`src/rtl/srg_pkg.sv`:
```
package srg_pkg;
    // Wishbone register word offsets (byte addresses)
    localparam logic [3:0] ADDR_CONTROL = 4'h0;
    localparam logic [3:0] ADDR_BUFFER = 4'h4;
    localparam logic [3:0] ADDR_RELOAD = 4'h8;
    localparam logic [3:0] ADDR_RATE_CFG = 4'hc;

    // serial_control and rate config bit positions
    localparam int CTL_RX_DONE = 0;
    localparam int CTL_TX_DONE = 1;
    localparam int CTL_NINTH = 2;
    localparam int CTL_TX_NINTH = 3;
    localparam int CTL_RX_EN = 4;
    localparam int CTL_ADDR_ONLY = 5;
    localparam int CTL_MODE_LO = 6;
    localparam int CTL_MODE_HI = 7;
    localparam int CFG_EXT_SEL = 0;

    localparam logic [7:0] CONTROL_RESET = 8'h00;
    localparam logic [7:0] RELOAD_RESET = 8'h00;

    localparam logic [1:0] MODE_SHIFT = 2'h0;
    localparam logic [1:0] MODE_UART8 = 2'h1;
    localparam logic [1:0] MODE_UART9_FIXED = 2'h2;
    localparam logic [1:0] MODE_UART9_VAR = 2'h3;

    // Divide factors, tick sample points and bit counts
    localparam logic [3:0] DIV_OSC12_MAX = 4'hb;
    localparam logic [5:0] DIV_OSC64_MAX = 6'h3f;
    localparam logic [3:0] DIV_OSC4_MAX = 4'h3;
    localparam logic [1:0] DIV_TICK32_MAX = 2'h1;
    localparam logic [3:0] TICK_LAST = 4'hf;
    localparam logic [3:0] TICK_S7 = 4'h6;
    localparam logic [3:0] TICK_S8 = 4'h7;
    localparam logic [3:0] TICK_S9 = 4'h8;
    localparam logic [3:0] BITS_MODE1 = 4'h9;
    localparam logic [3:0] BITS_MODE23 = 4'ha;
    localparam logic [3:0] BITS_SHIFT = 4'h8;
endpackage

```
`src/rtl/srg_rate_gen.sv`:
```
`timescale 1ns/1ns
// Produces one pulse per sixteenth of a bit time (or per bit in shift mode)
module srg_rate_gen (
    input wire logic core_clk_i,
    input wire logic rst_n_i,
    input wire logic ce_i,
    input wire logic [1:0] mode_i,
    input wire logic ext_sel_i,
    input wire logic ext_count_input_i,
    input wire logic [7:0] rate_reload_value_i,
    input wire logic restart_i,
    output logic bit_pulse_o,
    output logic tick_o
);
    logic [3:0] div12;
    logic [5:0] div64;
    logic [7:0] rate_cnt;
    logic [1:0] div2;
    logic ext_prev;
    logic osc12;
    logic cnt_step;
    logic cnt_ovf;
    logic shift_mode;
    logic fixed64;

    assign shift_mode = (mode_i == srg_pkg::MODE_SHIFT);
    assign fixed64 = (mode_i == srg_pkg::MODE_UART9_FIXED);
    assign osc12 = (div12 == srg_pkg::DIV_OSC12_MAX);
    assign cnt_step = ext_sel_i ? (ext_prev & ~ext_count_input_i) : osc12;
    assign cnt_ovf = cnt_step && (rate_cnt == 8'hff);

    always_ff @(posedge core_clk_i or negedge rst_n_i) begin
        if (!rst_n_i) begin
            div12 <= 4'h0;
            ext_prev <= 1'b0;
        end else if (ce_i) begin
            div12 <= osc12 ? 4'h0 : div12 + 4'h1;
            ext_prev <= ext_count_input_i;
        end
    end

    // Reloading counter; restart keeps a fresh bit grid after receive enable
    always_ff @(posedge core_clk_i or negedge rst_n_i) begin
        if (!rst_n_i) begin
            rate_cnt <= 8'h00;
            div64 <= 6'h00;
            div2 <= 2'h0;
        end else if (ce_i) begin
            if (restart_i) begin
                rate_cnt <= rate_reload_value_i;
                div64 <= 6'h00;
                div2 <= 2'h0;
            end else begin
                if (cnt_ovf) begin
                    rate_cnt <= rate_reload_value_i;
                end else if (cnt_step) begin
                    rate_cnt <= rate_cnt + 8'h01;
                end
                div64 <= (div64 == srg_pkg::DIV_OSC64_MAX) ? 6'h00 : div64 + 6'h01;
                if (cnt_ovf) begin
                    div2 <= (div2 == srg_pkg::DIV_TICK32_MAX) ? 2'h0 : div2 + 2'h1;
                end
            end
        end
    end

    // 32 = 16 ticks x 2; fixed 64 = 16 ticks x 4 clocks
    always_ff @(posedge core_clk_i or negedge rst_n_i) begin
        if (!rst_n_i) begin
            tick_o <= 1'b0;
            bit_pulse_o <= 1'b0;
        end else if (ce_i) begin
            bit_pulse_o <= shift_mode && osc12 && !restart_i;
            if (fixed64) begin
                tick_o <= (div64[1:0] == srg_pkg::DIV_OSC4_MAX[1:0]) && !restart_i;
            end else begin
                tick_o <= cnt_ovf && (div2 == srg_pkg::DIV_TICK32_MAX) && !restart_i;
            end
        end
    end
endmodule

```
`src/rtl/srg_serial_rx.sv`:
```
`timescale 1ns/1ns
module srg_serial_rx (
    input wire logic core_clk_i,
    input wire logic rst_n_i,
    input wire logic ce_i,
    input wire logic wb_cyc_i,
    input wire logic wb_stb_i,
    input wire logic wb_we_i,
    input wire logic [3:0] wb_adr_i,
    input wire logic [3:0] wb_sel_i,
    input wire logic [31:0] wb_dat_i,
    output logic [31:0] wb_dat_o,
    output logic wb_ack_o,
    input wire logic rx_line_i,
    input wire logic ext_count_input_i,
    input wire logic tx_done_set_i,
    output logic serial_irq_o,
    output logic shift_clk_o
);
    typedef enum logic [2:0] {
        SRG_IDLE = 3'b001,
        SRG_START = 3'b010,
        SRG_DATA = 3'b100
    } srg_state_t;

    srg_state_t state;
    logic [7:0] serial_control;
    logic [7:0] serial_buffer;
    logic [7:0] rate_reload_value;
    logic ext_sel;
    logic [8:0] shifter;
    logic [3:0] tick_cnt;
    logic [3:0] bit_cnt;
    logic [1:0] votes;
    logic line_prev;
    logic rx_en_prev;
    logic tick;
    logic bit_pulse;
    logic restart;
    logic majority;
    logic sample_now;
    logic last_bit;
    logic deliver;
    logic wr;
    logic rd_ack;
    logic [1:0] mode;
    logic [31:0] next_rdata;

    assign mode = serial_control[srg_pkg::CTL_MODE_HI:srg_pkg::CTL_MODE_LO];
    assign restart = serial_control[srg_pkg::CTL_RX_EN] && !rx_en_prev;
    assign wr = wb_cyc_i && wb_stb_i && wb_we_i && !wb_ack_o && wb_sel_i[0];
    assign rd_ack = wb_cyc_i && wb_stb_i && !wb_ack_o;
    // Third vote is the live line, so all three samples belong to the bit being judged
    assign majority = (votes[0] & votes[1]) | (votes[0] & rx_line_i) |
                      (votes[1] & rx_line_i);
    assign sample_now = tick && (tick_cnt == srg_pkg::TICK_S9);
    // Count includes the bit now sampled, so the ninth or tenth bit is the last data bit
    assign last_bit = (mode == srg_pkg::MODE_UART8) ?
                      (bit_cnt + 4'h1 == srg_pkg::BITS_MODE1) :
                      (bit_cnt + 4'h1 == srg_pkg::BITS_MODE23);
    // Modes 2/3 with address-only set deliver only when ninth bit is one
    assign deliver = !serial_control[srg_pkg::CTL_RX_DONE] &&
                     !(mode[1] && serial_control[srg_pkg::CTL_ADDR_ONLY] && !majority);

    srg_rate_gen u_rate (
        .core_clk_i(core_clk_i),
        .rst_n_i(rst_n_i),
        .ce_i(ce_i),
        .mode_i(mode),
        .ext_sel_i(ext_sel),
        .ext_count_input_i(ext_count_input_i),
        .rate_reload_value_i(rate_reload_value),
        .restart_i(restart),
        .bit_pulse_o(bit_pulse),
        .tick_o(tick)
    );

    always_ff @(posedge core_clk_i or negedge rst_n_i) begin
        if (!rst_n_i) begin
            line_prev <= 1'b1;
            rx_en_prev <= 1'b0;
        end else if (ce_i) begin
            line_prev <= rx_line_i;
            rx_en_prev <= serial_control[srg_pkg::CTL_RX_EN];
        end
    end

    // Receive state machine; stop bit is never examined, so a bad stop is silent
    always_ff @(posedge core_clk_i or negedge rst_n_i) begin
        if (!rst_n_i) begin
            state <= SRG_IDLE;
            tick_cnt <= 4'h0;
            bit_cnt <= 4'h0;
            votes <= 2'h0;
            shifter <= 9'h000;
        end else if (ce_i) begin
            if (!serial_control[srg_pkg::CTL_RX_EN] || restart) begin
                state <= SRG_IDLE;
                bit_cnt <= 4'h0;
            end else if (mode == srg_pkg::MODE_SHIFT) begin
                state <= SRG_IDLE;
                if (bit_pulse && !serial_control[srg_pkg::CTL_RX_DONE]) begin
                    shifter <= {rx_line_i, shifter[8:1]};
                    bit_cnt <= (bit_cnt == srg_pkg::BITS_SHIFT - 4'h1) ? 4'h0 : bit_cnt + 4'h1;
                end
            end else begin
                if (tick) begin
                    tick_cnt <= tick_cnt + 4'h1;
                    if (tick_cnt == srg_pkg::TICK_S7) votes[0] <= rx_line_i;
                    if (tick_cnt == srg_pkg::TICK_S8) votes[1] <= rx_line_i;
                end
                unique case (state)
                    SRG_IDLE: begin
                        if (line_prev && !rx_line_i) begin
                            state <= SRG_START;
                            tick_cnt <= 4'h0;
                            bit_cnt <= 4'h0;
                        end
                    end
                    SRG_START: begin
                        if (sample_now) begin
                            state <= majority ? SRG_IDLE : SRG_DATA;
                            bit_cnt <= 4'h1;
                        end
                    end
                    SRG_DATA: begin
                        if (sample_now) begin
                            shifter <= {majority, shifter[8:1]};
                            bit_cnt <= bit_cnt + 4'h1;
                            if (last_bit) begin
                                state <= SRG_IDLE;
                            end
                        end
                    end
                endcase
            end
        end
    end

    // Register file; receive-done set wins over a clear in the same cycle
    always_ff @(posedge core_clk_i or negedge rst_n_i) begin
        if (!rst_n_i) begin
            serial_control <= srg_pkg::CONTROL_RESET;
            serial_buffer <= 8'h00;
            rate_reload_value <= srg_pkg::RELOAD_RESET;
            ext_sel <= 1'b0;
        end else if (ce_i) begin
            if (wr && wb_adr_i == srg_pkg::ADDR_CONTROL) serial_control <= wb_dat_i[7:0];
            if (wr && wb_adr_i == srg_pkg::ADDR_RELOAD) rate_reload_value <= wb_dat_i[7:0];
            if (wr && wb_adr_i == srg_pkg::ADDR_RATE_CFG) ext_sel <= wb_dat_i[srg_pkg::CFG_EXT_SEL];
            if (tx_done_set_i) serial_control[srg_pkg::CTL_TX_DONE] <= 1'b1;
            if (serial_control[srg_pkg::CTL_RX_EN] && mode != srg_pkg::MODE_SHIFT &&
                state == SRG_DATA && sample_now && last_bit && deliver) begin
                serial_buffer <= mode[1] ? shifter[8:1] : {majority, shifter[8:2]};
                // Mode 1 carries no ninth bit, so the holder keeps its value there
                if (mode[1]) serial_control[srg_pkg::CTL_NINTH] <= majority;
                serial_control[srg_pkg::CTL_RX_DONE] <= 1'b1;
            end
            if (serial_control[srg_pkg::CTL_RX_EN] && !restart && mode == srg_pkg::MODE_SHIFT &&
                bit_pulse && !serial_control[srg_pkg::CTL_RX_DONE] &&
                bit_cnt == srg_pkg::BITS_SHIFT - 4'h1) begin
                serial_buffer <= {rx_line_i, shifter[8:2]};
                serial_control[srg_pkg::CTL_RX_DONE] <= 1'b1;
            end
        end
    end

    always_comb begin
        next_rdata = 32'h0000_0000;
        unique case (wb_adr_i)
            srg_pkg::ADDR_CONTROL: next_rdata = {24'h00_0000, serial_control};
            srg_pkg::ADDR_BUFFER: next_rdata = {24'h00_0000, serial_buffer};
            srg_pkg::ADDR_RELOAD: next_rdata = {24'h00_0000, rate_reload_value};
            srg_pkg::ADDR_RATE_CFG: next_rdata = {31'h0000_0000, ext_sel};
            default: next_rdata = 32'h0000_0000;
        endcase
    end

    // One wait-free answer; ack drops the cycle after it was given
    always_ff @(posedge core_clk_i or negedge rst_n_i) begin
        if (!rst_n_i) begin
            wb_ack_o <= 1'b0;
            wb_dat_o <= 32'h0000_0000;
        end else if (ce_i) begin
            wb_ack_o <= rd_ack;
            wb_dat_o <= rd_ack ? next_rdata : 32'h0000_0000;
        end
    end

    always_ff @(posedge core_clk_i or negedge rst_n_i) begin
        if (!rst_n_i) begin
            serial_irq_o <= 1'b0;
            shift_clk_o <= 1'b1;
        end else if (ce_i) begin
            serial_irq_o <= serial_control[srg_pkg::CTL_RX_DONE] |
                            serial_control[srg_pkg::CTL_TX_DONE];
            shift_clk_o <= !(mode == srg_pkg::MODE_SHIFT && bit_pulse);
        end
    end
endmodule

```
`config.mk`:
```
export PLATFORM = sky130hd
export DESIGN_NAME = srg_serial_rx
export DESIGN_NICKNAME = d
export VERILOG_FILES = /design/src/rtl/srg_pkg.sv /design/src/rtl/srg_rate_gen.sv /design/src/rtl/srg_serial_rx.sv
export SDC_FILE = /design/constraint.sdc
export NUM_CORES = 1
export LEC_CHECK = 0
export ABC_AREA = 0
export BUFFER_PORTS_ARGS = -buffer_cell sky130_fd_sc_hd__buf_2
export CELL_PAD_IN_SITES_DETAIL_PLACEMENT = 0
export CELL_PAD_IN_SITES_GLOBAL_PLACEMENT = 2
export CORE_MARGIN = 1.5
export CORE_UTILIZATION = 40
export CTS_BUF_LIST = sky130_fd_sc_hd__clkbuf_4 sky130_fd_sc_hd__clkbuf_8
export CTS_CLUSTER_SIZE = 16
export DETAILED_ROUTE_END_ITERATION = 8
export HOLD_SLACK_MARGIN = 0.08
export PLACE_DENSITY_LB_ADDON = 0.1
export SETUP_SLACK_MARGIN = 0.05
export SYNTH_ARGS = -nofsm -noshare
export SYNTH_HDL_FRONTEND = slang
export SYNTH_HIERARCHICAL = 1
export SYNTH_SLANG_ARGS = --single-unit
export TNS_END_PERCENT = 50
```
`constraint.sdc`:
```
create_clock -name core_clk_i -period 4 [get_ports core_clk_i]
set_input_delay 0.6 -clock core_clk_i [delete_from_list [all_inputs] [get_ports core_clk_i]]
set_output_delay 0.6 -clock core_clk_i [all_outputs]
set_load 0.005 [all_outputs]
```
==> results of run 1 <==
-- cell usage after synthesis (all sizes together) (3+ instances only) --
cell	number	area share (%)
a21oi	14	1.5
a22oi	5	0.82
a31oi	3	0.41
and3	6	0.82
buf	30	5.2
clkbuf	12	0.99
dfrtp	79	43
dfstp	3	1.7
ha	7	1.9
inv	15	1.2
mux2	46	12
mux2i	16	3.5
nand2	33	2.7
nand2b	6	0.82
nand3	9	0.99
nand3b	7	1.2
nand4	5	0.69
nor2	37	3.0
nor3	6	0.77
nor3b	4	0.66
nor4	5	1.0
o21a	3	0.49
o21ai	15	1.9
o22ai	5	0.69
o2bb2ai	7	1.3
o41ai	3	0.74
or2	4	0.55
or3	3	0.41
xor2	5	0.96
-- power by group through the flow --
| stage | combinational, mW | sequential [mW] | clock, mW |
|---|---|---|---|
| 2_1_floorplan | 0.234 | 0.974 | 0 |
| 5_1_grt | 0.327 | 0.993 | 0.780 |
| 3_3_place_gp | 0.279 | 0.994 | 0 |
| 3_5_place_dp | 0.287 | 0.997 | 0 |
| 4_1_cts | 0.288 | 0.980 | 0.747 |
| 6_report | 0.283 | 0.980 | 0.721 |
-- routing by layer --
layer	wire length, um	share of wire (%)
met5	0	0
met1	5000	50
met3	322	3.2
met2	4480	45
met4	106	1.1
-- worst min-delay path by stage --
stage,end,slack [ns],startpoint
after floorplan,bit_cnt[0],0.30,rst_n_i
after global placement,u_rate/div2[1],0.46,u_rate/div2[1]
after detailed placement,u_rate/div2[1],0.47,u_rate/div2[1]
after CTS,u_rate/div64[0],0.33,rst_n_i
after global routing,u_rate/div64[0],0.36,rst_n_i
final,u_rate/div64[5],0.31,rst_n_i
-- cells by family after synthesis --
logic type	after synthesis
muxes	63
xor gates and xnor gates	7
AOI/OAI and AO/OA	75
and+or+nand+nor	136
DFF	82
buffers and inverters	58
other	1
adders and majority gates	7
-- critical path, stage by stage (launching register included) --
cell and delay, ns:
dfrtp_1 0.45, ha_1 0.34, or3_1 0.37, a221o_1 0.41, nor4_4 0.43, o21ai_4 0.19
mux2_4 0.34
-- sequential cells by signal (all words and copies together) (netlist names), 6 cells and up --
signal	count
rate_reload_value	8
serial_buffer	8
serial_control	8
shifter	8
u_rate/div64	6
u_rate/rate_cnt	8
wb_dat_o	8
-- final cells by class --
class	count	area share, %
clock buffer	10	2.78
tap	140	3.54
inverter	16	1.21
multi-input combinational	312	45.3
timing repair buffer	36	3.89
sequential	82	41.5
clock inverter	3	1.82
==> flow_summary_export.csv, run 1 <==
group,metric,value,unit
pwr,pwr-share-comb,14.3,%
logic_synthesis,ys_ff_latch,82,
global_route,gr-usage-met2,27.0,%
die,core-area,11000,um^2
layout,post-route-util,45.1,%
detailed_routing,wl_per_cell,16.5,um
layout,nFillCells,1090,
detailed_routing,ant_nets,0,
global_route,track_usage,18.3,%
placement,port_buffers,32,
detailed_routing,firstDrtPassIters,5,
sta,setup_viol,0,
global_route,grt_pass1_wl,16300,um
logic_synthesis,netlist_area,4550,um^2
pwr,clockPowerShare,36.3,%
clock_network,clock_sinks,82,
clock_network,path_clk_slew,0.08,ns
pwr,switching_share,26.6,%
critical_path,crit_path_start_kind,"register",
layout,layout_common_cells,"dfrtp_1 (79), mux2_2 (39), nor2_1 (37)",
die,die-area,12000,um^2
logic_synthesis,yosysUniqueCellTypes,70,
sta,min_period,2.64,ns
layout,area_growth,8.76,%
clock_network,worstSkewPairLatency,0.37,ns
clock_network,post-cts-setup-buffer-count,0,
layout,multi_input_comb_area,2240,um^2
global_route,antenna_found_initial,0,
logic_synthesis,synth_xor_area_share,1.35,%
logic_synthesis,ys_async_sr_fraction,100,%
detailed_routing,routed_wl,9910,um
pwr,seq_power_share,49.4,%
placement,post-place-ws,1.37,ns
logic_synthesis,synth-compound-area-share,12.2,%
critical_path,crit_path_end_kind,"register",
detailed_routing,drtIter0Drc,154,
pwr,max-vdd-ir-drop,283,uV
logic_synthesis,ys.flop_type,"dfrtp_1",
critical_path,rrSetupSlack,1.36,ns
clock_network,cts_buffers,9,
logic_synthesis,synthSimpleGateAreaFrac,15.9,%
die,start_util,41.5,%
sta,worst_slack,1.36,ns
pwr,powerDensity,401,nW/um^2
die,rows,38,
placement,place_inst,586,
sta,rsz0062_at_grt,"false",
global_route,grt_max_degree,60,
logic_synthesis,syn-instance-count,429,
sta,hold_ws,0.309,ns
die,io_pins,84,
sta,drv_slew,0,
detailed_routing,drc,0,
critical_path,r2r_start,"bit_cnt[0]",
critical_path,path_class,"register to register",
global_route,grt_pass1_vias,3058,
outcome,outcome,"complete, no violations",
critical_path,path_max_fanout,8,
layout,fin_cells,599,
critical_path,cp.arrival,2.89,ns
placement,hpwl,7010,um
critical_path,cp-startpoint,"bit_cnt[0]",
global_route,grt_overflow,0,
layout,antenna_cells,0,
die,die_x,110,um
pwr,internal_power,1.46,mW
sta,skew,0.00692,ns
clock_network,h-tree-depth,3,
clock_network,postCtsHoldBufs,0,
clock_network,clock-root-buffer,"clkbuf_8",
pwr,power.switching,0.527,mW
sta,fin_setup_tns,0,ns
sta,tightest_slew,0.778,ns
global_route,met3_usage,5.28,%
layout,final_common_cell,"dfrtp_1",
critical_path,crit_required,4.25,ns
die,die_h,110,um
logic_synthesis,ys_seq_area_share,45.1,%
sta,period_share,66.0,%
logic_synthesis,synth.avg_cell_area,10.6,um^2
placement,placed_cell_area,4730,um^2
layout,drive_above_1_share,24.8,%
placement,gp_congestion,0.733,
logic_synthesis,synth_top_family_by_area,"multiplexers",
logic_synthesis,synth_adder_area_share,1.92,%
layout,ff_latch_area,2060,um^2
critical_path,critPathCapture,"serial_buffer[4]",
logic_synthesis,synth_warnings,6,
sta,finalHoldViolCount,0,
sta,relSlewSlack,48.0,%
clock_network,cts_buffer_depth,2,
layout,nNetsFinal,513,
critical_path,rr_worst_depth,6,
global_route,busiest_layer,"met2",
pwr,report.power.total,1.98,mW
layout,final_area,4950,um^2
job,cap_violations,0,
critical_path,worstReg2RegEnd,"serial_buffer[4]",
detailed_routing,route.vias.total,3167,
logic_synthesis,yosys-mux-area-fraction,16.0,%
logic_synthesis,synth_edf_count,0,
pwr,leakage,2.34,nW
clock_network,cts_tree,"done",
hold_path,hp-class,"input port to async pin",
sta,max_freq,379,MHz
clock_network,cts_resized,0,
global_route,grt_use_met1,25.9,%
detailed_routing,viasPerCell,5.29,
Note: power is estimated with default switching activity, not from simulation.
==> run 2, diff against run 1 <==
ABC_AREA = 1   (was 0)
CORE_UTILIZATION = 30   (was 40)
clock period = 2.4 ns   (was 4 ns; I/O delays follow)
==> run 2 against run 1 <==
  * Synthesized area is 2.8% higher
  * Die area is 36% higher
  * Synthesized cell count is 40% higher
  * Non-clock buffer count is 6 higher
  * Via count is 20% higher
  * Clock skew hardly changed
  * Hold slack worse by 0.11 ns
  * Cell area is 4.8% higher
  * Utilization is 11 points lower
  * Critical path type unchanged
==> flow_summary_export.csv, run 2 <==
group,metric,value,unit
logic_synthesis,ys_async_sr_fraction,100,%
clock_network,cts_buffer_depth,2,
placement,hpwl,8910,um
placement,port_buffers,32,
global_route,grt_overflow,0,
logic_synthesis,ys_ff_latch,82,
clock_network,cts_buffers,9,
detailed_routing,firstDrtPassIters,5,
detailed_routing,routed_wl,11600,um
global_route,track_usage,15.2,%
die,start_util,30.8,%
sta,finalHoldViolCount,0,
logic_synthesis,synth_edf_count,0,
critical_path,crit_required,2.70,ns
clock_network,cts_tree,"done",
logic_synthesis,synth_common_cells,"nand2_1 (182), dfrtp_1 (79), inv_1 (53)",
critical_path,path_class,"register to register",
logic_synthesis,synth_area_leaders,"dfrtp_1 (42%), nand2_1 (15%), nand3_1 (5.0%), buf_4 (4.5%), inv_1 (4.3%)",
critical_path,path_max_fanout,16,
job,cap_violations,0,
layout,fin_cells,836,
die,rows,45,
logic_synthesis,synth.avg_cell_area,7.78,um^2
sta,max_freq,522,MHz
clock_network,path_clk_slew,0.09,ns
sta,hold_ws,0.203,ns
sta,rsz0062_at_grt,"false",
logic_synthesis,yosysUniqueCellTypes,44,
critical_path,crit_path_end_kind,"register",
layout,drive_above_1_share,17.1,%
placement,place_inst,819,
logic_synthesis,synth_top_area_share,42.2,%
global_route,grt_pass1_vias,3721,
clock_network,worstSkewPairLatency,0.37,ns
logic_synthesis,synth_warnings,6,
logic_synthesis,ys.flop_type,"dfrtp_1",
logic_synthesis,netlist_area,4680,um^2
die,die_h,128,um
layout,area_growth,11.0,%
pwr,max-vdd-ir-drop,380,uV
layout,final_common_cell,"nand2_1",
layout,multi_input_comb_area,2200,um^2
layout,nFillCells,1650,
sta,tightest_slew,0.616,ns
logic_synthesis,syn-instance-count,602,
sta,relSlewSlack,58.8,%
detailed_routing,wl_per_cell,13.9,um
layout,layout_common_cells,"nand2_1 (182), dfrtp_1 (79), inv_1 (53)",
clock_network,clock-root-buffer,"clkbuf_8",
die,die-area,16400,um^2
critical_path,cp.arrival,2.21,ns
sta,drv_slew,0,
sta,skew,0.00697,ns
logic_synthesis,synth.most_common_cell,"nand2_1",
sta,fin_setup_tns,0,ns
placement,gp_congestion,0.769,
clock_network,clock_sinks,82,
layout,antenna_cells,0,
detailed_routing,drtIter0Drc,156,
layout,ff_latch_area,2060,um^2
die,io_pins,84,
layout,final_area,5190,um^2
detailed_routing,viasPerCell,4.54,
layout,nNetsFinal,699,
sta,period_share,79.8,%
detailed_routing,route.vias.total,3797,
outcome,outcome,"complete, no violations",
clock_network,post-cts-setup-buffer-count,0,
clock_network,cts_resized,0,
placement,placed_cell_area,5000,um^2
hold_path,hp-class,"input port to register",
sta,setup_viol,0,
global_route,grt_max_degree,29,
sta,min_period,1.92,ns
clock_network,h-tree-depth,3,
die,core-area,15200,um^2
global_route,antenna_found_initial,0,
critical_path,crit_path_start_kind,"register",
logic_synthesis,ys_seq_area_share,43.9,%
global_route,grt_pass1_wl,19300,um
die,die_x,128,um
pwr,powerDensity,703,nW/um^2
detailed_routing,drc,0,
logic_synthesis,yosys.area.top_type,"dfrtp_1",
detailed_routing,ant_nets,0,
pwr,leakage,2.64,nW
pwr,report.power.total,3.65,mW
run 2: path summary, 6_finish.rpt:
kind                                         end  slack, ns         startpoint  cells past startpoint
worst min-delay path             u_rate/ext_prev       0.20  ext_count_input_i                      3
min in group asynchronous        u_rate/div64[3]       0.45            rst_n_i                      2
worst max register to register        shifter[8]       0.48  serial_control[7]                      7
worst min register to register  serial_buffer[4]       0.48   serial_buffer[4]                      2
max in group asynchronous              line_prev       1.33            rst_n_i                      3
worst max-delay path                  shifter[8]       0.48  serial_control[7]                      7
run 2: repair_timing:
action                                  in CTS  in global routing
hold buffers                                 1                  0
hold endpoints to repair                    21                  0
endpoints found under the setup margin       0                  0
run 2: kinds of logic (layout without fill, tap and decap cells):
family / Yosys count / in the layout / synth area share [%]
buffers and inverters: 106 / 129 / 11.0
multiplexers: 5 / 5 / 1.52
adder cells (fa/ha/maj): 7 / 7 / 1.87
flip-flops: 82 / 82 / 43.9
XOR/XNOR: 3 / 3 / 0.561
AO/OA/AOI/OAI: 84 / 84 / 10.3
other: 1 / 24 / 0.0801
AND/OR/NAND/NOR: 314 / 314 / 30.7
run 2: area by class of cell:
cell class	count	area share, %
timing repair buffer	42	4.87
clock buffer	11	2.79
tap	188	4.53
inverter	71	5.13
multi-input combinational	437	42.3
clock inverter	5	0.771
sequential	82	39.6
run 2: through the flow:
step	util [%]	worst slack, ns
after CTS	34.2	0.429
after global placement	32.9	0.476
final	34.2	0.485
after global routing	34.2	0.243
after detailed placement	32.9	0.469
after floorplan	-	0.796
run 2: where the power goes:
part	internal (mW)	switching (mW)	total (mW)
clock	0.419	0.555	0.974
sequential	1.60	0.220	1.82
combinational	0.333	0.527	0.861
run 2: per-layer routing:
layer / part of all wire [%] / wire, um / track usage (%) / vias up
met3: 3.1 / 357 / 3.96 / 8
li1: - / - / - / 1982
met1: 48 / 5620 / 20.2 / 1760
met5: 0 / 0 / 0 / -
met2: 48 / 5530 / 25.0 / 47
met4: 0.91 / 106 / 3.37 / 0
run 2: worst max-delay path: stages, from the launching register on:
cell      delay, ns
dfrtp_1        0.47
inv_2          0.15
nand2_2        0.13
nand2_1        0.12
nand2_1        0.12
nor3_4         0.53
o211ai_1       0.18
o21ai_1        0.12
